$ cat config.mk
export PLATFORM = sky130hd
export DESIGN_NAME = prefr_regs
export DESIGN_NICKNAME = d
export VERILOG_FILES = /design/src/prefr_pkg.sv /design/src/prefr_unlock_if.sv /design/src/prefr_record.sv /design/src/prefr_regs.sv /design/src/prefr_unlock.sv
export SDC_FILE = /design/constraint.sdc
export NUM_CORES = 1
export LEC_CHECK = 0
export BUFFER_PORTS_ARGS = -buffer_cell sky130_fd_sc_hd__buf_2
export CORE_MARGIN = 2
export CORE_UTILIZATION = 44
export DETAILED_ROUTE_END_ITERATION = 8
export PLACE_DENSITY = 0.89
export SETUP_SLACK_MARGIN = 0.02
export SYNTH_ARGS = -nofsm -noshare
export SYNTH_HDL_FRONTEND = slang
export SYNTH_SLANG_ARGS = --single-unit
$ cat constraint.sdc
create_clock -name core_clk -period 1.5 [get_ports core_clk]
set_clock_uncertainty 0.05 [all_clocks]
set_input_delay 0.225 -clock core_clk [delete_from_list [all_inputs] [get_ports core_clk]]
set_output_delay 0.225 -clock core_clk [all_outputs]
set_load 0.01 [all_outputs]
$ cat src/prefr_pkg.sv
// package for the rail enable and suspend record register bank
// assumes one core clock domain; sizes and offsets shared by every module

package prefr_pkg;

    // register subaddresses on the internal register port
    localparam logic [7:0] PREFR_RECORD_ADDR = 8'h07;   // suspend_rail_record
    localparam logic [7:0] PREFR_UNLOCK_ADDR = 8'h10;   // unlock_key
    localparam logic [7:0] PREFR_ENABLE_ADDR = 8'h11;   // converter_enable

    // reset values
    localparam logic [7:0] PREFR_RECORD_RST = 8'h00;    // record starts clear
    localparam logic [5:0] PREFR_ENABLE_RST = 6'h00;    // every converter off
    localparam logic [7:0] PREFR_UNLOCK_READ = 8'h00;   // unlock_key always reads this

    // field layout of converter_enable
    localparam int PREFR_EN_BITS = 6;                   // converter1..converter6
    localparam int PREFR_SEQ_BITS = 5;                  // sequencer owns converter1..5
    localparam int PREFR_C5_POS = 4;                    // converter5_enable
    localparam int PREFR_C6_POS = 5;                    // converter6_enable

    // default unlock value; arbitrary, the real key is set by parameter
    localparam logic [7:0] PREFR_UNLOCK_KEY_DEF = 8'h5A;

endpackage : prefr_pkg

$ cat src/prefr_unlock_if.sv
// carrier between the register bank and its unlock gate
// assumes both ends sit on core_clk

`timescale 1ns/1ps
`default_nettype none

interface prefr_unlock_if;
    logic wr_strobe;        // one-cycle register write
    logic [7:0] addr;       // write subaddress
    logic [7:0] wdata;      // write data
    logic granted;          // protected write allowed now

    modport bank (output wr_strobe, output addr, output wdata, input granted);
    modport gate (input wr_strobe, input addr, input wdata, output granted);
endinterface : prefr_unlock_if

`default_nettype wire

$ cat src/prefr_record.sv
// suspend record: which outputs were on in suspend, caught at power-up
// assumes the sequencer gives a one-cycle power-up pulse on core_clk

`timescale 1ns/1ps
`default_nettype none

module prefr_record
    import prefr_pkg::*;
(
    input wire logic core_clk,          // core clock
    input wire logic reset_n,           // synchronous reset, active low
    input wire logic power_up,          // one-cycle power-up transition
    input wire logic from_suspend,      // that power-up left suspend
    input wire logic [7:0] suspend_on,  // outputs enabled during suspend
    output logic [7:0] record           // captured record
);

    logic [7:0] next_record;            // value taken at power-up

    // from off every bit clears; from suspend each bit mirrors its output
    assign next_record = from_suspend ? suspend_on : 8'h00;  // [RULE_02] [RULE_03]

    // only the power-up pulse moves the record; host writes never reach it
    always_ff @(posedge core_clk)
    begin
        if (!reset_n)
            record <= PREFR_RECORD_RST; // [RULE_01]
        else if (power_up)
            record <= next_record;      // [RULE_14]
    end

endmodule : prefr_record

`default_nettype wire

$ cat src/prefr_regs.sv
// register bank: suspend record, unlock key and converter enables
// assumes an upstream serial-bus engine on core_clk giving one-cycle
// read and write strobes, and a power sequencer on the same clock

`timescale 1ns/1ps
`default_nettype none

// Function
// RULE_01: record register at 0x7, read-only, resets zero
// RULE_02: suspend power-up sets bits of enabled outputs
// RULE_03: off power-up or disabled output clears bit
// RULE_04: unlock register at 0x10 always reads zero
// RULE_05: full unlock byte grants protected access
// RULE_06: enable writes ignored unless unlocked first
// RULE_07: enable register at 0x11 resets to zero
// RULE_08: bits 0-5 enable converter1 to converter6
// RULE_09: sequencer overrides converter1-5 enables
// RULE_10: converter5 disable honoured only with seal fresh
// RULE_11: converter6 disable honoured only with seal fresh
// RULE_12: seal status 0 fresh, 1 broken
// RULE_13: enable bits 7:6 read zero, writes ignored
// RULE_14: record held between power-up transitions
module prefr_regs
    import prefr_pkg::*;
#(
    parameter logic [7:0] UNLOCK_KEY = PREFR_UNLOCK_KEY_DEF // arbitrary value
)(
    input wire logic core_clk,              // 250 MHz core clock
    input wire logic reset_n,               // synchronous reset, active low
    input wire logic reg_wr,                // one-cycle register write
    input wire logic reg_rd,                // one-cycle register read
    input wire logic [7:0] reg_addr,        // register subaddress
    input wire logic [7:0] reg_wdata,       // write data
    output logic [7:0] reg_rdata,           // read data, one cycle after reg_rd
    output logic reg_rvalid,                // read data valid pulse
    input wire logic seq_update,            // sequencer writes converter1..5
    input wire logic [4:0] seq_enables,     // sequencer enable values
    input wire logic power_up,              // power-up transition pulse
    input wire logic from_suspend,          // power-up came from suspend
    input wire logic [7:0] suspend_on,      // outputs enabled during suspend
    input wire logic freshness_seal_status, // 0 fresh, 1 broken
    output logic [5:0] converter_enable     // converter1..converter6 enables
);

    prefr_unlock_if unlock_bus ();          // carrier to the unlock gate
    logic [7:0] suspend_rail_record;        // record register contents
    logic [5:0] next_enable;                // enable value for next cycle
    logic [7:0] next_rdata;                 // selected read value

    // write stream goes to the unlock gate so it sees every write
    assign unlock_bus.wr_strobe = reg_wr;
    assign unlock_bus.addr = reg_addr;
    assign unlock_bus.wdata = reg_wdata;

    prefr_unlock #(
        .UNLOCK_KEY (UNLOCK_KEY)
    ) u_unlock (
        .core_clk (core_clk),
        .reset_n (reset_n),
        .bus (unlock_bus.gate)
    );

    prefr_record u_record (
        .core_clk (core_clk),
        .reset_n (reset_n),
        .power_up (power_up),
        .from_suspend (from_suspend),
        .suspend_on (suspend_on),
        .record (suspend_rail_record)
    );

    // address decode
    wire hit_record = (reg_addr == PREFR_RECORD_ADDR);
    wire hit_unlock = (reg_addr == PREFR_UNLOCK_ADDR);
    wire hit_enable = (reg_addr == PREFR_ENABLE_ADDR);

    // a host write lands only when the gate has just been opened
    wire host_we = reg_wr && hit_enable && unlock_bus.granted;  // [RULE_06]

    // seal broken means a host 0 cannot switch the battery-domain rails off;
    // it can still switch them on, so the OR keeps whatever is already set
    wire seal_broken = freshness_seal_status;                   // [RULE_12]
    wire c5_host = seal_broken ?
        (converter_enable[PREFR_C5_POS] | reg_wdata[PREFR_C5_POS]) :
        reg_wdata[PREFR_C5_POS];                                // [RULE_10]
    wire c6_host = seal_broken ?
        (converter_enable[PREFR_C6_POS] | reg_wdata[PREFR_C6_POS]) :
        reg_wdata[PREFR_C6_POS];                                // [RULE_11]
    wire [5:0] host_value = {c6_host, c5_host, reg_wdata[3:0]}; // [RULE_08]

    // host value first, then the sequencer overlays converter1..5; bit 5
    // is never touched by the sequencer, and bits 7:6 are not stored at all
    always_comb
    begin
        next_enable = converter_enable;
        if (host_we)
            next_enable = host_value;                           // [RULE_13]
        if (seq_update)
            next_enable[PREFR_SEQ_BITS-1:0] = seq_enables;      // [RULE_09]
    end

    // enable register
    always_ff @(posedge core_clk)
    begin
        if (!reset_n)
            converter_enable <= PREFR_ENABLE_RST;               // [RULE_07]
        else
            converter_enable <= next_enable;
    end

    // read mux; unmapped addresses and unlock_key read as zero
    assign next_rdata = hit_record ? suspend_rail_record :      // [RULE_01]
                        hit_unlock ? PREFR_UNLOCK_READ :        // [RULE_04]
                        hit_enable ? {2'b00, converter_enable} : // [RULE_13]
                        8'h00;

    // read data is registered so the serial engine sees a stable byte
    always_ff @(posedge core_clk)
    begin
        if (!reset_n)
        begin
            reg_rdata <= 8'h00;
            reg_rvalid <= 1'b0;
        end
        else
        begin
            reg_rvalid <= reg_rd;
            if (reg_rd)
                reg_rdata <= next_rdata;
        end
    end
endmodule : prefr_regs

`default_nettype wire

$ cat src/prefr_unlock.sv
// unlock gate: a write of the key to unlock_key arms one protected write
// assumes write strobes are one cycle wide and on core_clk

`timescale 1ns/1ps
`default_nettype none

module prefr_unlock
    import prefr_pkg::*;
#(
    parameter logic [7:0] UNLOCK_KEY = PREFR_UNLOCK_KEY_DEF // arbitrary value
)(
    input wire logic core_clk,          // core clock
    input wire logic reset_n,           // synchronous reset, active low
    prefr_unlock_if.gate bus            // write stream from the bank
);

    logic armed;                        // key seen, next write may pass
    wire key_write = bus.wr_strobe && (bus.addr == PREFR_UNLOCK_ADDR);
    wire key_match = (bus.wdata == UNLOCK_KEY);  // whole byte compared [RULE_05]

    // any write consumes the arm, so a stray write relocks the bank
    always_ff @(posedge core_clk)
    begin
        if (!reset_n)
            armed <= 1'b0;
        else if (key_write)
            armed <= key_match;         // [RULE_05]
        else if (bus.wr_strobe)
            armed <= 1'b0;
    end

    assign bus.granted = armed;         // [RULE_06]
endmodule : prefr_unlock

`default_nettype wire

**Word-level counts from Yosys, hierarchy flattened**

Index checks and enable logic that the tools add are counted.
Widths: inputs -> output; s select.

- Register bits: 24
- Input port bits: 37
- Output and inout bits: 15
- Logic and storage cells: 27

- Equality and inequality tests: 4
- Multiplexer cells: 10
- Bitwise operators: 2
- Reductions and logical operators: 5

Operator list:

| operator | count |
|---|---|
| $eq 8x5->1 const B | 2 |
| $mux 8 | 2 |
| $mux 6 | 2 |
| $mux 5 | 2 |
| $eq 8x3->1 const B | 1 |
| $eq 8x7->1 const B | 1 |
| $mux 1 | 4 |
| $reduce_bool 2->1 | 2 |
| $logic_and 1x1->1 | 3 |
| $or 1x1->1 | 2 |

**Depth between registers and ports, before layout**

Gate-level depths: netlist of the first run.

- Depth in word-level cells: 5
- Gate-level depth with buffers: 5
- Depth with buffers taken out: 4

**Modules after synthesis**

From an unflattened synthesis of the first run, not the netlist that was laid out.

- Cells, all modules: 134
- Area, all modules: 1,258.7 sq um

Modules (own cells, without submodules):

| module | instances | cells each | area each (sq um) | sequential area each (sq um) |
|---|---|---|---|---|
| prefr_regs | 1 | 90 | 827.0 | 300.3 |
| prefr_record | 1 | 35 | 334.1 | 160.2 |
| prefr_unlock | 1 | 9 | 97.6 | 20.0 |

**Worst setup path after synthesis of the first run**

No wires, ideal clock.

- Kind: input to register
- Start point: input reg_addr[5]
- End point: register converter_enable[5]
- Library setup time: 70 ps
- Arrival: 1,097 ps
- Data required time: 1,380 ps
- Slack: 283 ps
- Cell stages on the path: 5
- Path buffers: 1
- Path through: nor4b_4 and4b_1 buf_4 nand4_1 a21boi_1

- Word-level cells in the longest chain between the ends: 3

Ends and longest elaborated chain:

| what | line | RTL |
|---|---|---|
| start: declaration | prefr_regs.sv:32 | `input wire logic [7:0] reg_addr,` |
| $eq 8x5->1 | prefr_regs.sv:75 | `wire hit_enable = (reg_addr == PREFR_ENABLE_ADDR);` |
| $logic_and 1x1->1 (2 in a row) | prefr_regs.sv:78 | `wire host_we = reg_wr && hit_enable && unlock_bus.granted;` |
| end signal: assignment | prefr_regs.sv:108 | `converter_enable <= next_enable;` |
| end: declaration | prefr_regs.sv:42 | `output logic [5:0] converter_enable` |

No other way between the ends.
A chain may end at the register's enable or synchronous reset.

**Worst setup path after layout of the first run**

- Start point: register u_unlock.armed (netlist: u_unlock.bus.granted)
- End point: register converter_enable[2]

- Word-level cells in the longest chain between the ends: 2

Ends and longest elaborated chain:

| what | line | RTL |
|---|---|---|
| start: declaration | prefr_unlock.sv:17 | `logic armed;` |
| start signal: assignment | prefr_unlock.sv:27 | `armed <= key_match;` |
| $logic_and 1x1->1 | prefr_regs.sv:78 |  |
| $reduce_bool 2->1 (no source line) | - |  |

No other way between the ends.

==> impl_metrics.yaml, run 1 <==
grt:
  use_met3_pct: 1.69
  grt_use_met1_pct: 20.1
  grt_overflow: 0
  top_usage_layer: "met2"
  grt_util_all_layers_pct: 20.2
  grt_max_degree: 25
  grtUsageMet2_pct: 41.0
  antenna_found_initial: 0
  grt_pass1_wl_mm: 4.17
  grt_pass1_vias: 1034
job:
  max-cap-violations: 0
synthesis:
  synth_top_family_by_area: "simple AND/OR/NAND/NOR gates"
  synth-compound-area-share_pct: 18.7
  seq_area_frac_synth_pct: 45.2
  synth_xor_area_share_pct: 0
  synthMuxAreaShare_pct: 3.76
  synth_area_per_cell_um2: 8.72
  synth_nets: 159
  synth_cells: 122
  synth_adder_area_share_pct: 0
  ys_warn_count: 0
  synth_area_um2: 1060
  yosys.area_share.simple_pct: 29.4
  synth_seq_cells: 24
  synth_cell_types: 29
worst_setup_path:
  end_kind: "flip-flop"
  cp-start-kind: "flip-flop"
  slowest_stage: "dfxtp_1"
  path_class: "reg2reg"
  path_buf_inv: 0
  critPathArrivalTime_ns: 1.32
  crit_fanout: 6
  worstPathRequired_ns: 1.64
  crit_chain: "and3_1 -> nand3_2 -> mux2i_1 -> a21oi_1"
  slowest_delay_ns: 0.35
  path_delay_family: "simple AND/OR/NAND/NOR gates"
place:
  portBuffers: 51
  place_hpwl_mm: 2.00
  finalWeightedCongestion: 0.831
clock_network:
  htreeDepth: 1
  root_buffer: "clkbuf_4"
  cts_tree: "built"
  cts_max_path_buffers: 2
  clk_pin_slew_ns: 0.11
  cts_hold_buf: 0
  ctsResizeCount: 0
  postCtsSetupBuffers: 0
  clock_latency_ns: 0.29
  cts_made_buffers: 3
  cts.sinks: 24
pwr:
  share_seq_of_total_power_pct: 61.9
  p_switching_uw: 259
  powerDensity_nw_per_um2: 808
  power_frac_clock_pct: 23.6
  switching_share_pct: 23.6
  power.share.combinational_pct: 14.4
  power_mw: 1.10
  intPower_uw: 837
  p_leak_nw: 0.599
  irDropWorstVdd_uv: 476
sta:
  max_slew.worst_pin.slew_ns: 0.358
  drv_slew: 0
  period_minus_slack_ns: 1.17
  fmax_mhz: 852
  final-setup-viol-count: 0
  slew-limit-headroom_pct: 76.0
  min_period_over_period_pct: 78.3
  rsz0062_at_grt: "false"
  hold_viol: 0
  setup_tns_ns: 0
floorplanning:
  dieArea_um2: 2830
  num_rows: 17
  initial_utilization_pct: 47.2
  design.core.area_um2: 2250
  pin_count: 52
  die_h_um: 53.2
  fp.dieW_um: 53.2
finish:
  drive_above_1_share_pct: 33.3
  final_net_count: 210
  diodes: 0
  syn_to_final_growth_pct: 27.5
  fin_util_pct: 60.2
worst_hold_path:
  hold_class: "in2reg"
drt:
  antenna_left: 0
  wl_mm: 2.50
  via_per_inst: 5.35
  wire_per_inst_um: 12.6
  drt_iter0_markers: 18
  vias: 1064
  first_pass_iters: 4
  drc_errors: 0
status:
  status: "finished clean"
-- cells in the mapped netlist --
| library cell | n | share of area, % |
|---|---|---|
| dfxtp_1 | 24 | 45 |
| nor2b_1 | 17 | 10 |
| nand2_1 | 13 | 4.6 |
| a21oi_1 | 12 | 5.6 |
| o21ai_0 | 12 | 5.6 |
| a31oi_1 | 7 | 4.1 |
| clkbuf_1 | 4 | 1.4 |
| mux2i_1 | 4 | 3.8 |
| nor3_1 | 3 | 1.4 |
| a21boi_1 | 2 | 1.4 |
| and2_1 | 2 | 1.2 |
| and3_1 | 2 | 1.2 |
| nand2b_1 | 2 | 1.2 |
| nand3_1 | 2 | 0.94 |
| nand4_1 | 2 | 1.2 |
| a21boi_0 | 1 | 0.71 |
| and4b_1 | 1 | 0.94 |
| buf_2 | 1 | 0.47 |
| buf_4 | 1 | 0.71 |
| clkinv_1 | 1 | 0.35 |
| nand3_2 | 1 | 0.94 |
| nand3b_1 | 1 | 0.71 |
| nand4b_1 | 1 | 0.82 |
| nor2_1 | 1 | 0.35 |
| nor4b_1 | 1 | 0.82 |
| nor4b_4 | 1 | 2.2 |
| nor4bb_1 | 1 | 0.94 |
| o21a_1 | 1 | 0.71 |
| o21ai_1 | 1 | 0.47 |
-- power groups by stage --
stage	logic, mW	clock network [mW]	registers (mW)
6_report	0.158	0.259	0.679
5_1_grt	0.178	0.292	0.681
2_1_floorplan	0.0620	0	0.699
3_5_place_dp	0.159	0	0.693
3_3_place_gp	0.153	0	0.693
4_1_cts	0.159	0.268	0.679
-- sequential cells by signal, summed over array words and instances, names as in the netlist --
name	flops
converter_enable	6
reg_rdata	8
reg_rvalid	1
u_record.record	8
u_unlock.bus.granted	1
-- worst reg2reg max path, stage by stage, from the launching register on --
cell     delay (ns)
dfxtp_1        0.35
and3_1         0.19
nand3_2        0.18
mux2i_1        0.22
a21oi_1        0.08
-- cell usage in the layout, fill, tap and decap left out, drive strengths merged, types with 2 or more instances in the layout --
master,n
a31oi,7
mux2i,4
nor3,3
a21boi,3
nand3,3
dfxtp,24
and2,2
clkbuf,3
buf,52
nand2b,2
nor4b,2
and3,2
a21oi,12
nand2,13
nand4,2
o21ai,13
nor2b,17
-- cells by family (layout without fill, tap and decap cells) --
| group | Yosys count | in the layout |
|---|---|---|
| flip-flops | 24 | 24 |
| AO/OA/AOI/OAI | 36 | 36 |
| buffers and inverters | 7 | 56 |
| multiplexers | 4 | 4 |
| AND/OR/NAND/NOR | 51 | 51 |
-- worst paths after layout --
kind	start	endpoint	cells past startpoint	slack, ns
setup / recovery	u_unlock.bus.granted$_SDFFE_PN0P_	converter_enable[2]$_SDFFE_PN0P_	4	0.33
hold / removal	suspend_on[4]	u_record.record[4]$_SDFFE_PN0P_	3	0.12
setup reg to reg	u_unlock.bus.granted$_SDFFE_PN0P_	converter_enable[2]$_SDFFE_PN0P_	4	0.33
hold reg to reg	reg_rdata[6]$_SDFFE_PN0P_	reg_rdata[6]$_SDFFE_PN0P_	2	0.43
-- layout make-up --
class | count | area, um^2
clock buffers | 3 | 22.5
fillers | 221 | 898
inverters | 1 | 3.75
multi-input cells | 91 | 552
flip-flops and latches | 24 | 480
well taps | 28 | 35.0
repair buffers | 52 | 263
-- stage by stage --
step / cells / hold WS [ns] / worst slack, ns / area [um^2]
detailed placement: 196 / 0.412 / 0.0651 / 1330
CTS: 199 / 0.119 / 0.321 / 1360
finish: 199 / 0.125 / 0.326 / 1360
global route: 199 / 0.129 / 0.184 / 1360
global placement: 196 / 0.401 / 0.135 / 1330
floorplan: 122 / 0.313 / 0.283 / 1060
-- routing by layer --
metal	part of all wire [%]	vias up
met3	3.5	4
met4	1.8	0
met2	56	30
met5	0	-
met1	39	502
li1	-	528
Power figures use the tool's default switching activity.
==> inputs of run 2 (changes only) <==
- CORE_UTILIZATION: 44 -> 40
- PLACE_DENSITY: 0.89 -> 0.86
- clock period: 1.5 -> 0.95 ns (I/O delays scaled with it)
==> run 2 against run 1 <==
  * Register-to-register slack worse by 0.50 ns
  * Count of clock-buffer cells in the layout rose by 1
  * Non-clock buffer count up 15
  * Sequential share of layout area down 5.4 points
  * The flow now finishes with violations (negative setup slack)
  * Sequential power is 59% higher
  * Wire length is 28% higher
==> impl_metrics.yaml, run 2 (synthesized netlist as in run 1, its figures left out) <==
sta:
  fmax_mhz: 887
  hold_viol: 0
  slew-limit-headroom_pct: 78.7
  drv_slew: 0
  max_slew.worst_pin.slew_ns: 0.320
  rsz0062_at_grt: "true"
  final-setup-viol-count: 21
  period_minus_slack_ns: 1.13
  min_period_over_period_pct: 119
  final.setup.worst_slack_ns: -0.178
  setup_tns_ns: -1.36
  hold_ws_ns: 0.0170
finish:
  reg_top3: "reg_rdata x8, u_record.record x8, converter_enable x6"
  seq_area_um2: 499
  syn_to_final_growth_pct: 56.4
  multi_input_area_um2: 607
  final_common_cell: "buf_2"
  final_cell_mix: "35 x buf_2, 16 x nor2b_1, 16 x buf_4"
  diodes: 0
  fin_util_pct: 66.5
  final_net_count: 225
  fill_cells: 200
  drive_above_1_share_pct: 51.3
clock_network:
  root_buffer: "clkbuf_4"
  cts_max_path_buffers: 2
  clock_latency_ns: 0.32
  htreeDepth: 1
  cts_tree: "built"
  cts.sinks: 24
  clk_pin_slew_ns: 0.14
  cts_made_buffers: 3
drt:
  via_per_inst: 5.41
  wl_mm: 3.20
  drc_errors: 0
  vias: 1174
  antenna_left: 0
  drt_iter0_markers: 20
  wire_per_inst_um: 14.8
  first_pass_iters: 4
grt:
  antenna_found_initial: 0
  grt_max_degree: 25
  grt_use_met1_pct: 23.0
  use_met3_pct: 4.45
  grt_pass1_vias: 1176
  grt_util_all_layers_pct: 20.5
  grt_overflow: 0
  grt_pass1_wl_mm: 5.02
  top_usage_layer: "met2"
  grtUsageMet2_pct: 37.2
worst_setup_path:
  end_kind: "flip-flop"
  critPathArrivalTime_ns: 1.30
  r2r_slack_ns: -0.18
  cp-start-kind: "flip-flop"
  path_class: "reg2reg"
  slowest_stage: "dfxtp_2"
  crit_chain: "and3_4 -> nand3_4 -> o21ai_1 -> a21boi_1"
  crit_fanout: 6
  worstPathRequired_ns: 1.12
  slowest_delay_ns: 0.35
  timing.critical_path.from: "u_unlock.bus.granted$_SDFFE_PN0P_"
  regToRegStartpoint: "u_unlock.bus.granted$_SDFFE_PN0P_"
floorplanning:
  fp.dieW_um: 55.6
  initial_utilization_pct: 42.5
  design.core.area_um2: 2500
  die_h_um: 55.6
  num_rows: 18
  dieArea_um2: 3090
  pin_count: 52
place:
  finalWeightedCongestion: 0.776
  portBuffers: 51
  place_ws_ns: -0.401
  place_hpwl_mm: 2.16
worst_hold_path:
  worstHoldStart: "suspend_on[3]"
  hold_class: "in2reg"
status:
  status: "finished, violations left"
  violations: "negative setup slack"
pwr:
  intPower_mw: 1.49
  power_frac_clock_pct: 28.3
  power.share.combinational_pct: 17.6
  switching_share_pct: 25.7
  powerDensity_nw_per_um2: 1200
  power_mw: 2.00
  p_leak_nw: 0.709
  irDropWorstVdd_uv: 762
  p_switching_uw: 515
  share_seq_of_total_power_pct: 54.1
job:
  max-cap-violations: 0
[run 2: changes by cell type in the layout (fill, tap and decap cells not counted), moves of 2 or more]
| cell | before | now |
|---|---|---|
| buf_2 | 51 | 35 |
| buf_4 | 1 | 16 |
| buf_6 | 0 | 15 |
| dfxtp_1 | 24 | 9 |
| dfxtp_2 | 0 | 15 |
| and3_1 | 2 | 0 |
| and3_4 | 0 | 2 |
| nor3_1 | 3 | 1 |
[run 2: final timing paths]
check             depth (start not counted)                               end
setup / recovery                          4  converter_enable[5]$_SDFFE_PN0P_
hold / removal                            3   u_record.record[3]$_SDFFE_PN0P_
setup reg to reg                          4  converter_enable[5]$_SDFFE_PN0P_
hold reg to reg                           2         reg_rdata[0]$_SDFFE_PN0P_
[run 2: power groups by stage]
stage | clock [mW] | sequential [mW] | combinational, mW
2_1_floorplan | 0 | 1.10 | 0.0985
3_3_place_gp | 0 | 1.10 | 0.267
3_5_place_dp | 0 | 1.10 | 0.278
4_1_cts | 0.559 | 1.08 | 0.322
5_1_grt | 0.611 | 1.09 | 0.384
6_report | 0.567 | 1.08 | 0.352
[run 2: critical path, delay by kind of cell, from the launching register on]
kind / cells / cell delay [ns]
AOI/OAI and AO/OA: 2 / 0.30
DFF: 1 / 0.35
and+or+nand+nor: 2 / 0.31
[run 2: timing repair]
item | in CTS | in global routing
setup buffers | 5 | 3
gates resized for setup | 31 | 15
pin swaps | 9 | 10
setup endpoints to repair | 28 | 30
hold buffers | 0 | 0
[run 2: final cells by class]
class,instances,share of cell area [%]
Inverter,1,0.226
Sequential cell,24,30.0
Tap cell,30,2.26
Timing Repair Buffer,67,28.8
Multi-Input combinational cell,91,36.5
Clock buffer,4,2.18
[run 2: metrics by stage]
step,instances,cell area (um^2)
after floorplan,122,1070
after global placement,207,1410
after detailed placement,207,1410
after CTS,216,1600
after global routing,217,1660
final,217,1660
[run 2: metal layers]
metal	vias to the layer above	routed length (um)	part of all wire, %
li1	566	-	-
met1	549	1250	39
met2	48	1680	53
met3	11	181	5.7
met4	0	82	2.6
met5	-	0	0
